$ cat src/core/fptab_pkg.sv
// fptab package: parameter table contents, register map, timing, types
package fptab_pkg;
    ////////////////////////////////////////////////////////////////////////
    // register map (byte addresses, one word each)
    localparam logic [7:0] ADDR_CTRL = 8'h00;
    localparam logic [7:0] ADDR_STATUS = 8'h04;
    localparam logic [7:0] ADDR_READ_CMD = 8'h08;
    localparam logic [7:0] ADDR_READ_DATA = 8'h0c;
    // control fields
    localparam int CTRL_WR_LATCH_BIT = 0;
    localparam int CTRL_DPD_BIT = 1;
    // status fields
    localparam int STAT_READY_BIT = 0;
    localparam int STAT_WR_LATCH_BIT = 1;
    localparam int STAT_DPD_BIT = 2;
    localparam int STAT_ERR_BIT = 3;
    localparam int STAT_BUSY_BIT = 4;
    // read command fields
    localparam int CMD_ADDR_LSB = 0;
    localparam int CMD_MODE_LSB = 8;
    localparam int CMD_DUMMY_LSB = 12;
    localparam int CMD_MBITS_LSB = 16;
    // read data fields
    localparam int RDAT_VALID_BIT = 8;
    // reset values
    localparam logic CTRL_WR_LATCH_RST = 1'b0;
    localparam logic CTRL_DPD_RST = 1'b0;
    ////////////////////////////////////////////////////////////////////////
    // timing
    localparam int CLK_PERIOD_NS = 8;
    localparam int PU_DELAY_NS = 1000;
    localparam int PU_DELAY_CYC = (PU_DELAY_NS + CLK_PERIOD_NS - 1)
                                  / CLK_PERIOD_NS;
    ////////////////////////////////////////////////////////////////////////
    // table contents
    localparam logic [7:0] BLANK = 8'hff;
    localparam logic [15:0] VMAX_CODE = 16'h3600;
    localparam logic [15:0] VMIN_CODE = 16'h2700;
    localparam logic [7:0] ERASE1_EXP = 8'h0c;
    localparam logic [7:0] ERASE1_OP = 8'h20;
    localparam logic [7:0] ERASE2_EXP = 8'h10;
    localparam logic [7:0] ERASE2_OP = 8'hd8;
    localparam logic [7:0] SW_RESET_OP = 8'hff;
    localparam logic [7:0] RESET_ENABLE_OP = 8'h66;
    localparam logic [7:0] WRAP_OP = 8'hff;
    localparam logic [7:0] WRAP_LEN = 8'hff;
    localparam logic [7:0] LOCK_OP = 8'hff;
    // feature word, bit 15 down to bit 0
    localparam logic [15:0] FEATURE_WORD = {1'b0, 1'b1, 1'b0, 1'b0,
        SW_RESET_OP, 1'b0, 1'b1, 1'b1, 1'b0};
    // lock word, bit 15 down to bit 0
    localparam logic [15:0] LOCK_WORD = {2'h3, 1'b0, 1'b0, 1'b0, 1'b1,
        LOCK_OP, 1'b1, 1'b0};
    ////////////////////////////////////////////////////////////////////////
    // types
    typedef enum logic [1:0] {
        FPTAB_MODE_111,
        FPTAB_MODE_222,
        FPTAB_MODE_444,
        FPTAB_MODE_MIXED
    } fptab_mode_t;

    typedef struct packed {
        logic [3:0] mode_bits;
        logic [3:0] dummy;
        fptab_mode_t mode;
        logic [7:0] addr;
    } fptab_cmd_t;

    typedef struct packed {
        logic valid;
        logic [7:0] data;
    } fptab_rdat_t;
endpackage

$ cat src/core/fptab_rom.sv
// fptab_rom: fixed parameter table lookup, byte wide
`timescale 1ns/1ps
`default_nettype none
module fptab_rom (
    input wire logic [7:0] addr,
    output logic [7:0] data
);
    // constants only, nothing writes here
    function automatic logic [7:0] lookup(input logic [7:0] a);
        unique case (a)
            8'h4c: lookup = fptab_pkg::ERASE1_EXP;
            8'h4d: lookup = fptab_pkg::ERASE1_OP;
            8'h4e: lookup = fptab_pkg::ERASE2_EXP;
            8'h4f: lookup = fptab_pkg::ERASE2_OP;
            8'h60: lookup = fptab_pkg::VMAX_CODE[7:0];
            8'h61: lookup = fptab_pkg::VMAX_CODE[15:8];
            8'h62: lookup = fptab_pkg::VMIN_CODE[7:0];
            8'h63: lookup = fptab_pkg::VMIN_CODE[15:8];
            // feature word, reset opcode inside
            8'h64: lookup = fptab_pkg::FEATURE_WORD[7:0];
            8'h65: lookup = fptab_pkg::FEATURE_WORD[15:8];
            8'h66: lookup = fptab_pkg::WRAP_OP;
            8'h67: lookup = fptab_pkg::WRAP_LEN;
            8'h68: lookup = fptab_pkg::LOCK_WORD[7:0];
            8'h69: lookup = fptab_pkg::LOCK_WORD[15:8];
            default: lookup = fptab_pkg::BLANK;
        endcase
    endfunction

    always_comb begin
        data = lookup(addr);
    end
endmodule // fptab_rom
`default_nettype wire

$ cat src/core/fptab_top.sv
// fptab_top: parameter table read engine and power-on state, apb slave
//
// The APB interface to the registers and the register addresses are this design's own decisions.
`timescale 1ns/1ps
`default_nettype none
module fptab_top (
    input wire logic clk,
    input wire logic rst,
    input wire logic ce,
    input wire logic psel,
    input wire logic penable,
    input wire logic pwrite,
    input wire logic [7:0] paddr,
    input wire logic [31:0] pwdata,
    output logic [31:0] prdata,
    output logic pready,
    output logic pslverr
);
    ////////////////////////////////////////////////////////////////////////
    // read sequencer states
    typedef enum logic [1:0] {
        FPTAB_IDLE,
        FPTAB_MODEBITS,
        FPTAB_DUMMY,
        FPTAB_FETCH
    } fptab_state_t;

    localparam int PU_CNT_W = $clog2(fptab_pkg::PU_DELAY_CYC + 1);
    localparam logic [PU_CNT_W-1:0] PU_LAST =
        PU_CNT_W'(fptab_pkg::PU_DELAY_CYC);

    function automatic logic mode_ok(input fptab_pkg::fptab_mode_t m);
        mode_ok = (m != fptab_pkg::FPTAB_MODE_MIXED);
    endfunction

    ////////////////////////////////////////////////////////////////////////
    // bus handshake decode
    logic acc;
    logic wr_hit;
    logic rd_hit;
    logic mapped;
    always_comb begin
        acc = psel & penable & ~pready;
        wr_hit = acc & pwrite;
        rd_hit = acc & ~pwrite;
        mapped = (paddr == fptab_pkg::ADDR_CTRL) ||
                 (paddr == fptab_pkg::ADDR_STATUS) ||
                 (paddr == fptab_pkg::ADDR_READ_CMD) ||
                 (paddr == fptab_pkg::ADDR_READ_DATA);
    end

    ////////////////////////////////////////////////////////////////////////
    // state
    logic [PU_CNT_W-1:0] pu_cnt_q, pu_cnt_d;
    logic ready_q, ready_d;
    logic write_enable_latch_q, write_enable_latch_d;
    logic dpd_q, dpd_d;
    logic err_q, err_d;
    fptab_state_t st_q, st_d;
    fptab_pkg::fptab_cmd_t cmd_q, cmd_d;
    logic [3:0] cnt_q, cnt_d;
    fptab_pkg::fptab_rdat_t rdat_q, rdat_d;
    logic [31:0] prdata_q, prdata_d;
    logic pready_q, pready_d;
    logic pslverr_q, pslverr_d;
    logic [7:0] rom_data;

    fptab_rom u_rom (
        .addr(cmd_q.addr),
        .data(rom_data)
    );

    ////////////////////////////////////////////////////////////////////////
    // power-on delay and device state
    always_comb begin
        pu_cnt_d = pu_cnt_q;
        ready_d = ready_q;
        write_enable_latch_d = write_enable_latch_q;
        dpd_d = dpd_q;
        // read commands and ctrl writes are refused until the delay runs out
        if (!ready_q) begin
            if (pu_cnt_q == PU_LAST) begin
                ready_d = 1'b1;
            end else begin
                pu_cnt_d = pu_cnt_q + PU_CNT_W'(1);
            end
        end
        // ctrl writes steer latch and power-down, never the table
        if (wr_hit && paddr == fptab_pkg::ADDR_CTRL && ready_q) begin
            write_enable_latch_d = pwdata[fptab_pkg::CTRL_WR_LATCH_BIT];
            dpd_d = pwdata[fptab_pkg::CTRL_DPD_BIT];
        end
    end

    ////////////////////////////////////////////////////////////////////////
    // read command sequencer
    logic cmd_wr;
    logic cmd_bad;
    fptab_pkg::fptab_cmd_t cmd_in;
    always_comb begin
        // fields picked one by one, the struct is narrower than the word
        cmd_in.addr = pwdata[fptab_pkg::CMD_ADDR_LSB +: 8];
        cmd_in.mode = fptab_pkg::fptab_mode_t'(
            pwdata[fptab_pkg::CMD_MODE_LSB +: 2]);
        cmd_in.dummy = pwdata[fptab_pkg::CMD_DUMMY_LSB +: 4];
        cmd_in.mode_bits = pwdata[fptab_pkg::CMD_MBITS_LSB +: 4];
        cmd_wr = wr_hit && paddr == fptab_pkg::ADDR_READ_CMD;
        // mixed widths, asleep, not ready or busy: refused
        cmd_bad = !mode_ok(cmd_in.mode) || dpd_q || !ready_q ||
                  st_q != FPTAB_IDLE;
        st_d = st_q;
        cmd_d = cmd_q;
        cnt_d = cnt_q;
        rdat_d = rdat_q;
        err_d = err_q;
        if (wr_hit && paddr == fptab_pkg::ADDR_STATUS &&
            pwdata[fptab_pkg::STAT_ERR_BIT]) begin
            err_d = 1'b0;
        end
        unique case (st_q)
            FPTAB_IDLE: begin
                if (cmd_wr && !cmd_bad) begin
                    cmd_d = cmd_in;
                    rdat_d.valid = 1'b0;
                    // mode bits come first, host-driven
                    if (cmd_in.mode_bits != 4'h0) begin
                        cnt_d = cmd_in.mode_bits;
                        st_d = FPTAB_MODEBITS;
                    end else if (cmd_in.dummy != 4'h0) begin
                        cnt_d = cmd_in.dummy;
                        st_d = FPTAB_DUMMY;
                    end else begin
                        st_d = FPTAB_FETCH;
                    end
                end
            end
            FPTAB_MODEBITS: begin
                cnt_d = cnt_q - 4'h1;
                if (cnt_q == 4'h1) begin
                    if (cmd_q.dummy != 4'h0) begin
                        cnt_d = cmd_q.dummy;
                        st_d = FPTAB_DUMMY;
                    end else begin
                        st_d = FPTAB_FETCH;
                    end
                end
            end
            FPTAB_DUMMY: begin
                // data held back until every dummy clock passed
                cnt_d = cnt_q - 4'h1;
                if (cnt_q == 4'h1) begin
                    st_d = FPTAB_FETCH;
                end
            end
            FPTAB_FETCH: begin
                rdat_d.data = rom_data;
                rdat_d.valid = 1'b1;
                st_d = FPTAB_IDLE;
            end
        endcase
        // set wins over a clear in the same cycle
        if (cmd_wr && cmd_bad) begin
            err_d = 1'b1;
        end
    end

    ////////////////////////////////////////////////////////////////////////
    // apb answer: one wait cycle, registered outputs
    always_comb begin
        pready_d = acc;
        pslverr_d = 1'b0;
        prdata_d = prdata_q;
        if (acc) begin
            prdata_d = 32'h0000_0000;
            pslverr_d = !mapped;
        end
        if (rd_hit) begin
            unique case (paddr)
                fptab_pkg::ADDR_CTRL: begin
                    prdata_d[fptab_pkg::CTRL_WR_LATCH_BIT] =
                        write_enable_latch_q;
                    prdata_d[fptab_pkg::CTRL_DPD_BIT] = dpd_q;
                end
                fptab_pkg::ADDR_STATUS: begin
                    prdata_d[fptab_pkg::STAT_READY_BIT] = ready_q;
                    prdata_d[fptab_pkg::STAT_WR_LATCH_BIT] =
                        write_enable_latch_q;
                    prdata_d[fptab_pkg::STAT_DPD_BIT] = dpd_q;
                    prdata_d[fptab_pkg::STAT_ERR_BIT] = err_q;
                    prdata_d[fptab_pkg::STAT_BUSY_BIT] = st_q != FPTAB_IDLE;
                end
                fptab_pkg::ADDR_READ_CMD: begin
                    prdata_d[fptab_pkg::CMD_ADDR_LSB +: 8] = cmd_q.addr;
                    prdata_d[fptab_pkg::CMD_MODE_LSB +: 2] = cmd_q.mode;
                    prdata_d[fptab_pkg::CMD_DUMMY_LSB +: 4] = cmd_q.dummy;
                    prdata_d[fptab_pkg::CMD_MBITS_LSB +: 4] =
                        cmd_q.mode_bits;
                end
                fptab_pkg::ADDR_READ_DATA: begin
                    prdata_d[8:0] = rdat_q;
                end
                default: begin
                    prdata_d = 32'h0000_0000;
                end
            endcase
        end
    end

    ////////////////////////////////////////////////////////////////////////
    // registers; ce low freezes everything
    always_ff @(posedge clk or posedge rst) begin
        if (rst) begin
            pu_cnt_q <= '0;
            ready_q <= 1'b0;
            write_enable_latch_q <= fptab_pkg::CTRL_WR_LATCH_RST;
            dpd_q <= fptab_pkg::CTRL_DPD_RST;
            err_q <= 1'b0;
            st_q <= FPTAB_IDLE;
            cmd_q <= '0;
            cnt_q <= 4'h0;
            rdat_q <= '0;
            prdata_q <= 32'h0000_0000;
            pready_q <= 1'b0;
            pslverr_q <= 1'b0;
        end else if (ce) begin
            pu_cnt_q <= pu_cnt_d;
            ready_q <= ready_d;
            write_enable_latch_q <= write_enable_latch_d;
            dpd_q <= dpd_d;
            err_q <= err_d;
            st_q <= st_d;
            cmd_q <= cmd_d;
            cnt_q <= cnt_d;
            rdat_q <= rdat_d;
            prdata_q <= prdata_d;
            pready_q <= pready_d;
            pslverr_q <= pslverr_d;
        end
    end

    always_comb begin
        prdata = prdata_q;
        pready = pready_q;
        pslverr = pslverr_q;
    end
endmodule // fptab_top
`default_nettype wire

$ cat config.mk
export PLATFORM = sky130hd
export DESIGN_NAME = fptab_top
export DESIGN_NICKNAME = d
export VERILOG_FILES = /design/src/core/fptab_pkg.sv /design/src/core/fptab_rom.sv /design/src/core/fptab_top.sv
export SDC_FILE = /design/constraint.sdc
export NUM_CORES = 1
export LEC_CHECK = 0
export BUFFER_PORTS_ARGS = -buffer_cell sky130_fd_sc_hd__clkbuf_2
export CAP_MARGIN = 20
export CORE_ASPECT_RATIO = 0.5
export CORE_MARGIN = 4
export CORE_UTILIZATION = 57
export CTS_BUF_LIST = sky130_fd_sc_hd__clkbuf_4
export CTS_CLUSTER_SIZE = 14
export DETAILED_ROUTE_END_ITERATION = 6
export PLACE_DENSITY = 0.93
export SYNTH_ARGS = -nofsm -noshare
export SYNTH_HDL_FRONTEND = slang
export SYNTH_SLANG_ARGS = --single-unit
$ cat constraint.sdc
create_clock -name clk -period 2.49 [get_ports clk]
set_input_delay 0.249 -clock clk [delete_from_list [all_inputs] [get_ports clk]]
set_output_delay 0.249 -clock clk [all_outputs]
set_load 0.005 [all_outputs]
After elaboration in Yosys (flattened, before gate mapping). Index checks and enable logic that the tools add are counted.

Flip-flop bits (word level): 78. Bits of input ports: 46. Word-level logic and storage cells: 122. Output and inout bits: 34.

Muxes and demuxes: 30. Reduce and logical (&&, ||, !) cells: 40. Bitwise operators: 8. Add/sub/neg operators: 2. Equal/unequal tests: 25.

Operators by type and width (number): $eq A8 B7 Y1 const B (12); $pmux W8 S11 (1); $mux W32 (2); $pmux W4 S3 (2); $mux W4 (5); $eq A8 B4 Y1 const B (2); $pmux W2 S4 (2); $pmux W8 S2 (1); $mux W12 (1); $pmux W3 S4 (1); $reduce_bool A4 Y1 (3); $mux W2 (5); $reduce_and A3 Y1 (3); $eq A8 B3 Y1 const B (1); $logic_not A8 Y1 (1); $mux W1 (8); $ne A2 B2 Y1 const B (4); $reduce_and A2 Y1 (4); $reduce_and A4 Y1 (2); $reduce_bool A2 Y1 (4); $add A7 B1 Y7 const B (1); $eq A7 B7 Y1 const B (1); $logic_and A1 B1 Y1 (7); $logic_or A1 B1 Y1 (6); 14 further kinds (26).

Logic depth before layout (Yosys ltp).
Depth after elaboration: 9. Gate-level depth with buffers: 8. Depth with buffers taken out: 7.

Cells and area by module. Synthesis repeated with hierarchy kept, for this count alone.

Cell total of the unflattened synthesis: 358. Area, all modules: 3786.1 µm².

By module, submodules not included: fptab_top (cells each 316, sequential area each 1951.9 µm², instances 1, area an instance 3539.6 µm²); fptab_rom (cells each 42, sequential area each 0.0 µm², instances 1, area an instance 246.5 µm²).

Worst setup path after synthesis. OpenSTA, ideal clock, no wires.

Kind: register to register. From: reg st_q[0]. To: reg cnt_q[0]. Data arrival time: 1.850 ns. Cell stages (with the launch flop): 8. Required time: 2.365 ns. Setup slack: 0.515 ns. Clock period less this slack: 1.975 ns. Cells stage by stage: dfrtp_1 -> inv_1 -> ha_1 -> nor4bb_1 -> nand3_1 -> a211o_1 -> a21oi_4 -> mux2_2.

Cells in the longest elaborated chain, start to end: 6.

Ends and longest elaborated chain: start, declared (line fptab_top.sv:59) `fptab_state_t st_q, st_d;`; start signal, assigned (line fptab_top.sv:231) `st_q <= st_d;`; $reduce_bool A2 Y1 (line fptab_top.sv:110) `st_q != FPTAB_IDLE;`; $logic_or A1 B1 Y1 (line fptab_top.sv:109) `cmd_bad = !mode_ok(cmd_in.mode) || dpd_q || !ready_q ||`; $logic_not A1 Y1 (line fptab_top.sv:122) `if (cmd_wr && !cmd_bad) begin`; $logic_and A1 B1 Y1 (line fptab_top.sv:122); $ne A2 B2 Y1 (no line); $reduce_and A4 Y1 (no line); end signal, assigned (line fptab_top.sv:233) `cnt_q <= cnt_d;`; end, declared (line fptab_top.sv:61) `logic [3:0] cnt_q, cnt_d;`.

Several ways; a longest one is shown, not always the timed one. A chain may end at the register's enable or synchronous reset.

Worst setup path after layout.
From: reg st_q[0]. To: reg cnt_q[3].

Same word-level chain as after synthesis.

==> impl_metrics.yaml <==
setup_path:
  cp.arrival_ns: 2.60
  rrSetupSlack_ns: 0.22
  crit_fanout: 4
  critPathLaunchType: "flip-flop"
  critPathKind: "flip-flop to flip-flop"
  cp.required_ns: 2.82
  end_kind: "flip-flop"
global_routing:
  overflow: 0
  grt_max_degree: 36
  grt_pass1_vias: 3013
  antenna_found_initial: 0
  grt_pass1_wl_um: 14400
  track_usage_pct: 23.1
synthesis:
  synth_top_area_share_pct: 51.3
  synthTopCellsByArea: "dfrtp_1 51%, nand2_1 7.8%, ha_1 3.0%"
  yosys.area.top_type: "dfrtp_1"
  syn_avg_cell_area_sq_um: 10.4
  synth_edf_count: 0
  synthXorXnorAreaFrac_pct: 2.30
  synth_area_sq_um: 3810
  ys.flop_type: "dfrtp_1"
  synth_adder_area_share_pct: 3.22
  synthSimpleGateAreaFrac_pct: 22.3
  async_flop_share_pct: 100
  synth_top_family_by_area: "simple AND/OR/NAND/NOR gates"
  synthMuxAreaShare_pct: 5.98
  yosys.cell_types.count: 59
  synth-compound-area-share_pct: 11.8
  ys_seq_area_share_pct: 51.3
  synth_nets: 422
  synth_seq_cells: 78
  yosys_warnings: 0
  postSynthCellCount: 367
route:
  ant_nets: 0
  drt_wl_total_um: 8420
  dr.pass1.iters: 4
  viasPerCell: 5.72
  drc_errors: 0
  dr_total_vias: 3044
  wl_per_cell_um: 15.8
  first_iter_violations: 237
flow_run:
  cap_violations: 0
placed_design:
  dp.cells: 512
  place.gp.congestion: 0.895
  port_buffers: 65
  place_area_sq_um: 4250
  dp_hpwl_um: 6210
cells_and_area:
  antenna_cells: 0
  fin_area_sq_um: 4450
  drive_above_1_share_pct: 26.4
  nets: 494
  area_growth_pct: 16.8
  fin_cells: 532
floorplan:
  io-pin-count: 80
  fp-row-count: 20
  die-area_sq_um: 8130
  start_util_pct: 60.9
  die_w_um: 124
  die_h_um: 65.8
  core_area_sq_um: 6260
clock_tree:
  cts.sinks: 78
  clk_pin_slew_ns: 0.13
  cts-root-buf: "clkbuf_4"
  numCtsBuffers: 9
  clockBufferDepth: 2
  htreeDepth: 3
  post_cts_buffers: 0
  clk_latency_ns: 0.44
  cts_tree: "done"
timing:
  fin_setup_tns_ns: 0
  hold_violations: 0
  fin_crit_sh_pct: 91.2
  fmax_mhz: 440
  drv_slew: 0
  min_period_ns: 2.27
  fin_skew_ns: 0.0133
  relSlewSlack_pct: 52.1
  finalSetupViolCount: 0
  finalHoldWorstSlack_ns: 0.0113
  rsz0062_at_grt: "no"
  worst_pin_slew_ns: 0.717
power:
  p_comb_share_pct: 27.4
  power.density_nw_per_um2: 730
  power.switching_mw: 1.03
  clkPwrFrac_pct: 26.1
  seqPwrFrac_pct: 46.5
  peakVddDrop_uv: 399
  power.leakage_nw: 2.19
  p_sw_share_pct: 31.7
  internal_power_mw: 2.21
run_status:
  outcome: "finished, final reports clean"
min_path:
  hold_class: "input port to flip-flop"
-- registers in the layout (all words and copies together), names as in the netlist --
name,count
prdata,32
err_q,1
pslverr,1
cnt_q,4
cmd_q,18
ready_q,1
st_q,2
rdat_q,9
dpd_q,1
pready,1
write_enable_latch_q,1
pu_cnt_q,7
-- logic make-up after synthesis --
family / Yosys count
AO/OA/AOI/OAI: 63
XOR/XNOR: 10
adder cells (fa/ha/maj): 10
buffers and inverters: 29
flip-flops: 78
multiplexers: 19
AND/OR/NAND/NOR: 158
-- cell usage in the layout, fill, tap and decap left out, types with 3 or more instances in the layout --
cell type | Yosys | final
o22a_1 | 4 | 4
nor4b_1 | 3 | 3
mux2i_1 | 7 | 7
dlygate4sd3_1 | 0 | 4
clkbuf_2 | 0 | 65
nor3_1 | 5 | 5
nor2_1 | 12 | 12
a21oi_1 | 10 | 10
ha_1 | 9 | 9
and2b_1 | 6 | 6
nor2b_1 | 10 | 10
o21ai_0 | 12 | 12
nand2_1 | 79 | 79
nand2b_1 | 5 | 5
nor4_1 | 3 | 3
o41ai_1 | 3 | 3
inv_1 | 11 | 10
a22o_1 | 10 | 10
dfrtp_1 | 78 | 78
xnor2_1 | 7 | 7
xor2_1 | 3 | 3
nand4_1 | 4 | 4
mux2_2 | 10 | 10
buf_4 | 0 | 9
clkbuf_4 | 0 | 9
a22oi_1 | 5 | 5
nand3_1 | 7 | 7
a31oi_1 | 6 | 6
-- synth_stat cells (2+ instances only) --
cell	n
a211oi_1	2
a21oi_1	10
a22o_1	10
a22oi_1	5
a31oi_1	6
and2_1	2
and2b_1	6
and4b_1	2
buf_2	3
clkbuf_1	13
dfrtp_1	78
ha_1	9
inv_1	11
mux2_2	10
mux2i_1	7
mux4_2	2
nand2_1	79
nand2b_1	5
nand3_1	7
nand4_1	4
nand4b_1	2
nor2_1	12
nor2b_1	10
nor3_1	5
nor4_1	3
nor4_4	2
nor4b_1	3
o21ai_0	12
o22a_1	4
o22ai_1	2
o41ai_1	3
or2_2	2
or3b_2	2
xnor2_1	7
xor2_1	3
-- metrics by stage --
stage	total power, mW	utilization (%)	setup slack, ns
3_3_place_gp	2.36	68.0	0.399
5_1_grt	3.44	71.1	0.0389
3_5_place_dp	2.41	68.0	0.243
4_1_cts	3.25	70.9	0.221
2_1_floorplan	2.18	-	0.246
6_report	3.24	71.1	0.219
-- metal layers --
| layer | GRT usage, % | vias up | share of wire [%] |
|---|---|---|---|
| li1 | - | 1427 | - |
| met1 | 30.2 | 1499 | 43 |
| met2 | 37.8 | 108 | 48 |
| met3 | 6.92 | 10 | 7.5 |
| met4 | 5.93 | 0 | 1.1 |
| met5 | 0 | - | 0 |
-- area by class of cell --
type,instances,area [sq um]
repair buffers,79,453
flip-flops and latches,78,1950
multi-input cells,260,1740
clock inverters,7,88.8
fillers,440,1810
clock buffers,9,67.6
well taps,88,110
inverters,11,41.3
-- worst paths after layout --
check / cells after the start / from / to
worst min-delay path: 3 / pwdata[8] / cmd_q[8]
worst max-delay path: 7 / st_q[0] / cnt_q[3]
max in group asynchronous: 4 / rst / cmd_q[5]
worst max register to register: 7 / st_q[0] / cnt_q[3]
min in group asynchronous: 3 / rst / prdata[8]
worst min register to register: 2 / cmd_q[17] / cmd_q[17]
-- repair_timing --
| item | 4_1_cts | 5_1_grt |
|---|---|---|
| resized for setup | 0 | 0 |
| hold endpoints to repair | 35 | 1 |
| hold buffers | 3 | 1 |
| setup endpoints to repair | 0 | 0 |
-- worst max-delay path: stages (launching register included) --
cell and delay (ns):
dfrtp_1 0.43, inv_1 0.12, ha_1 0.20, nor4bb_1 0.33, nand3_1 0.19, a211o_1 0.30
a21oi_4 0.24, mux2_2 0.36
-- power groups by stage --
stage               logic [mW]  clock network, mW  registers, mW
floorplan                0.680                  0           1.50
global placement         0.838                  0           1.52
detailed placement       0.880                  0           1.53
CTS                      0.892              0.850           1.51
global route              1.00              0.911           1.53
finish                   0.889              0.847           1.51
Power figures use the tool's default switching activity.
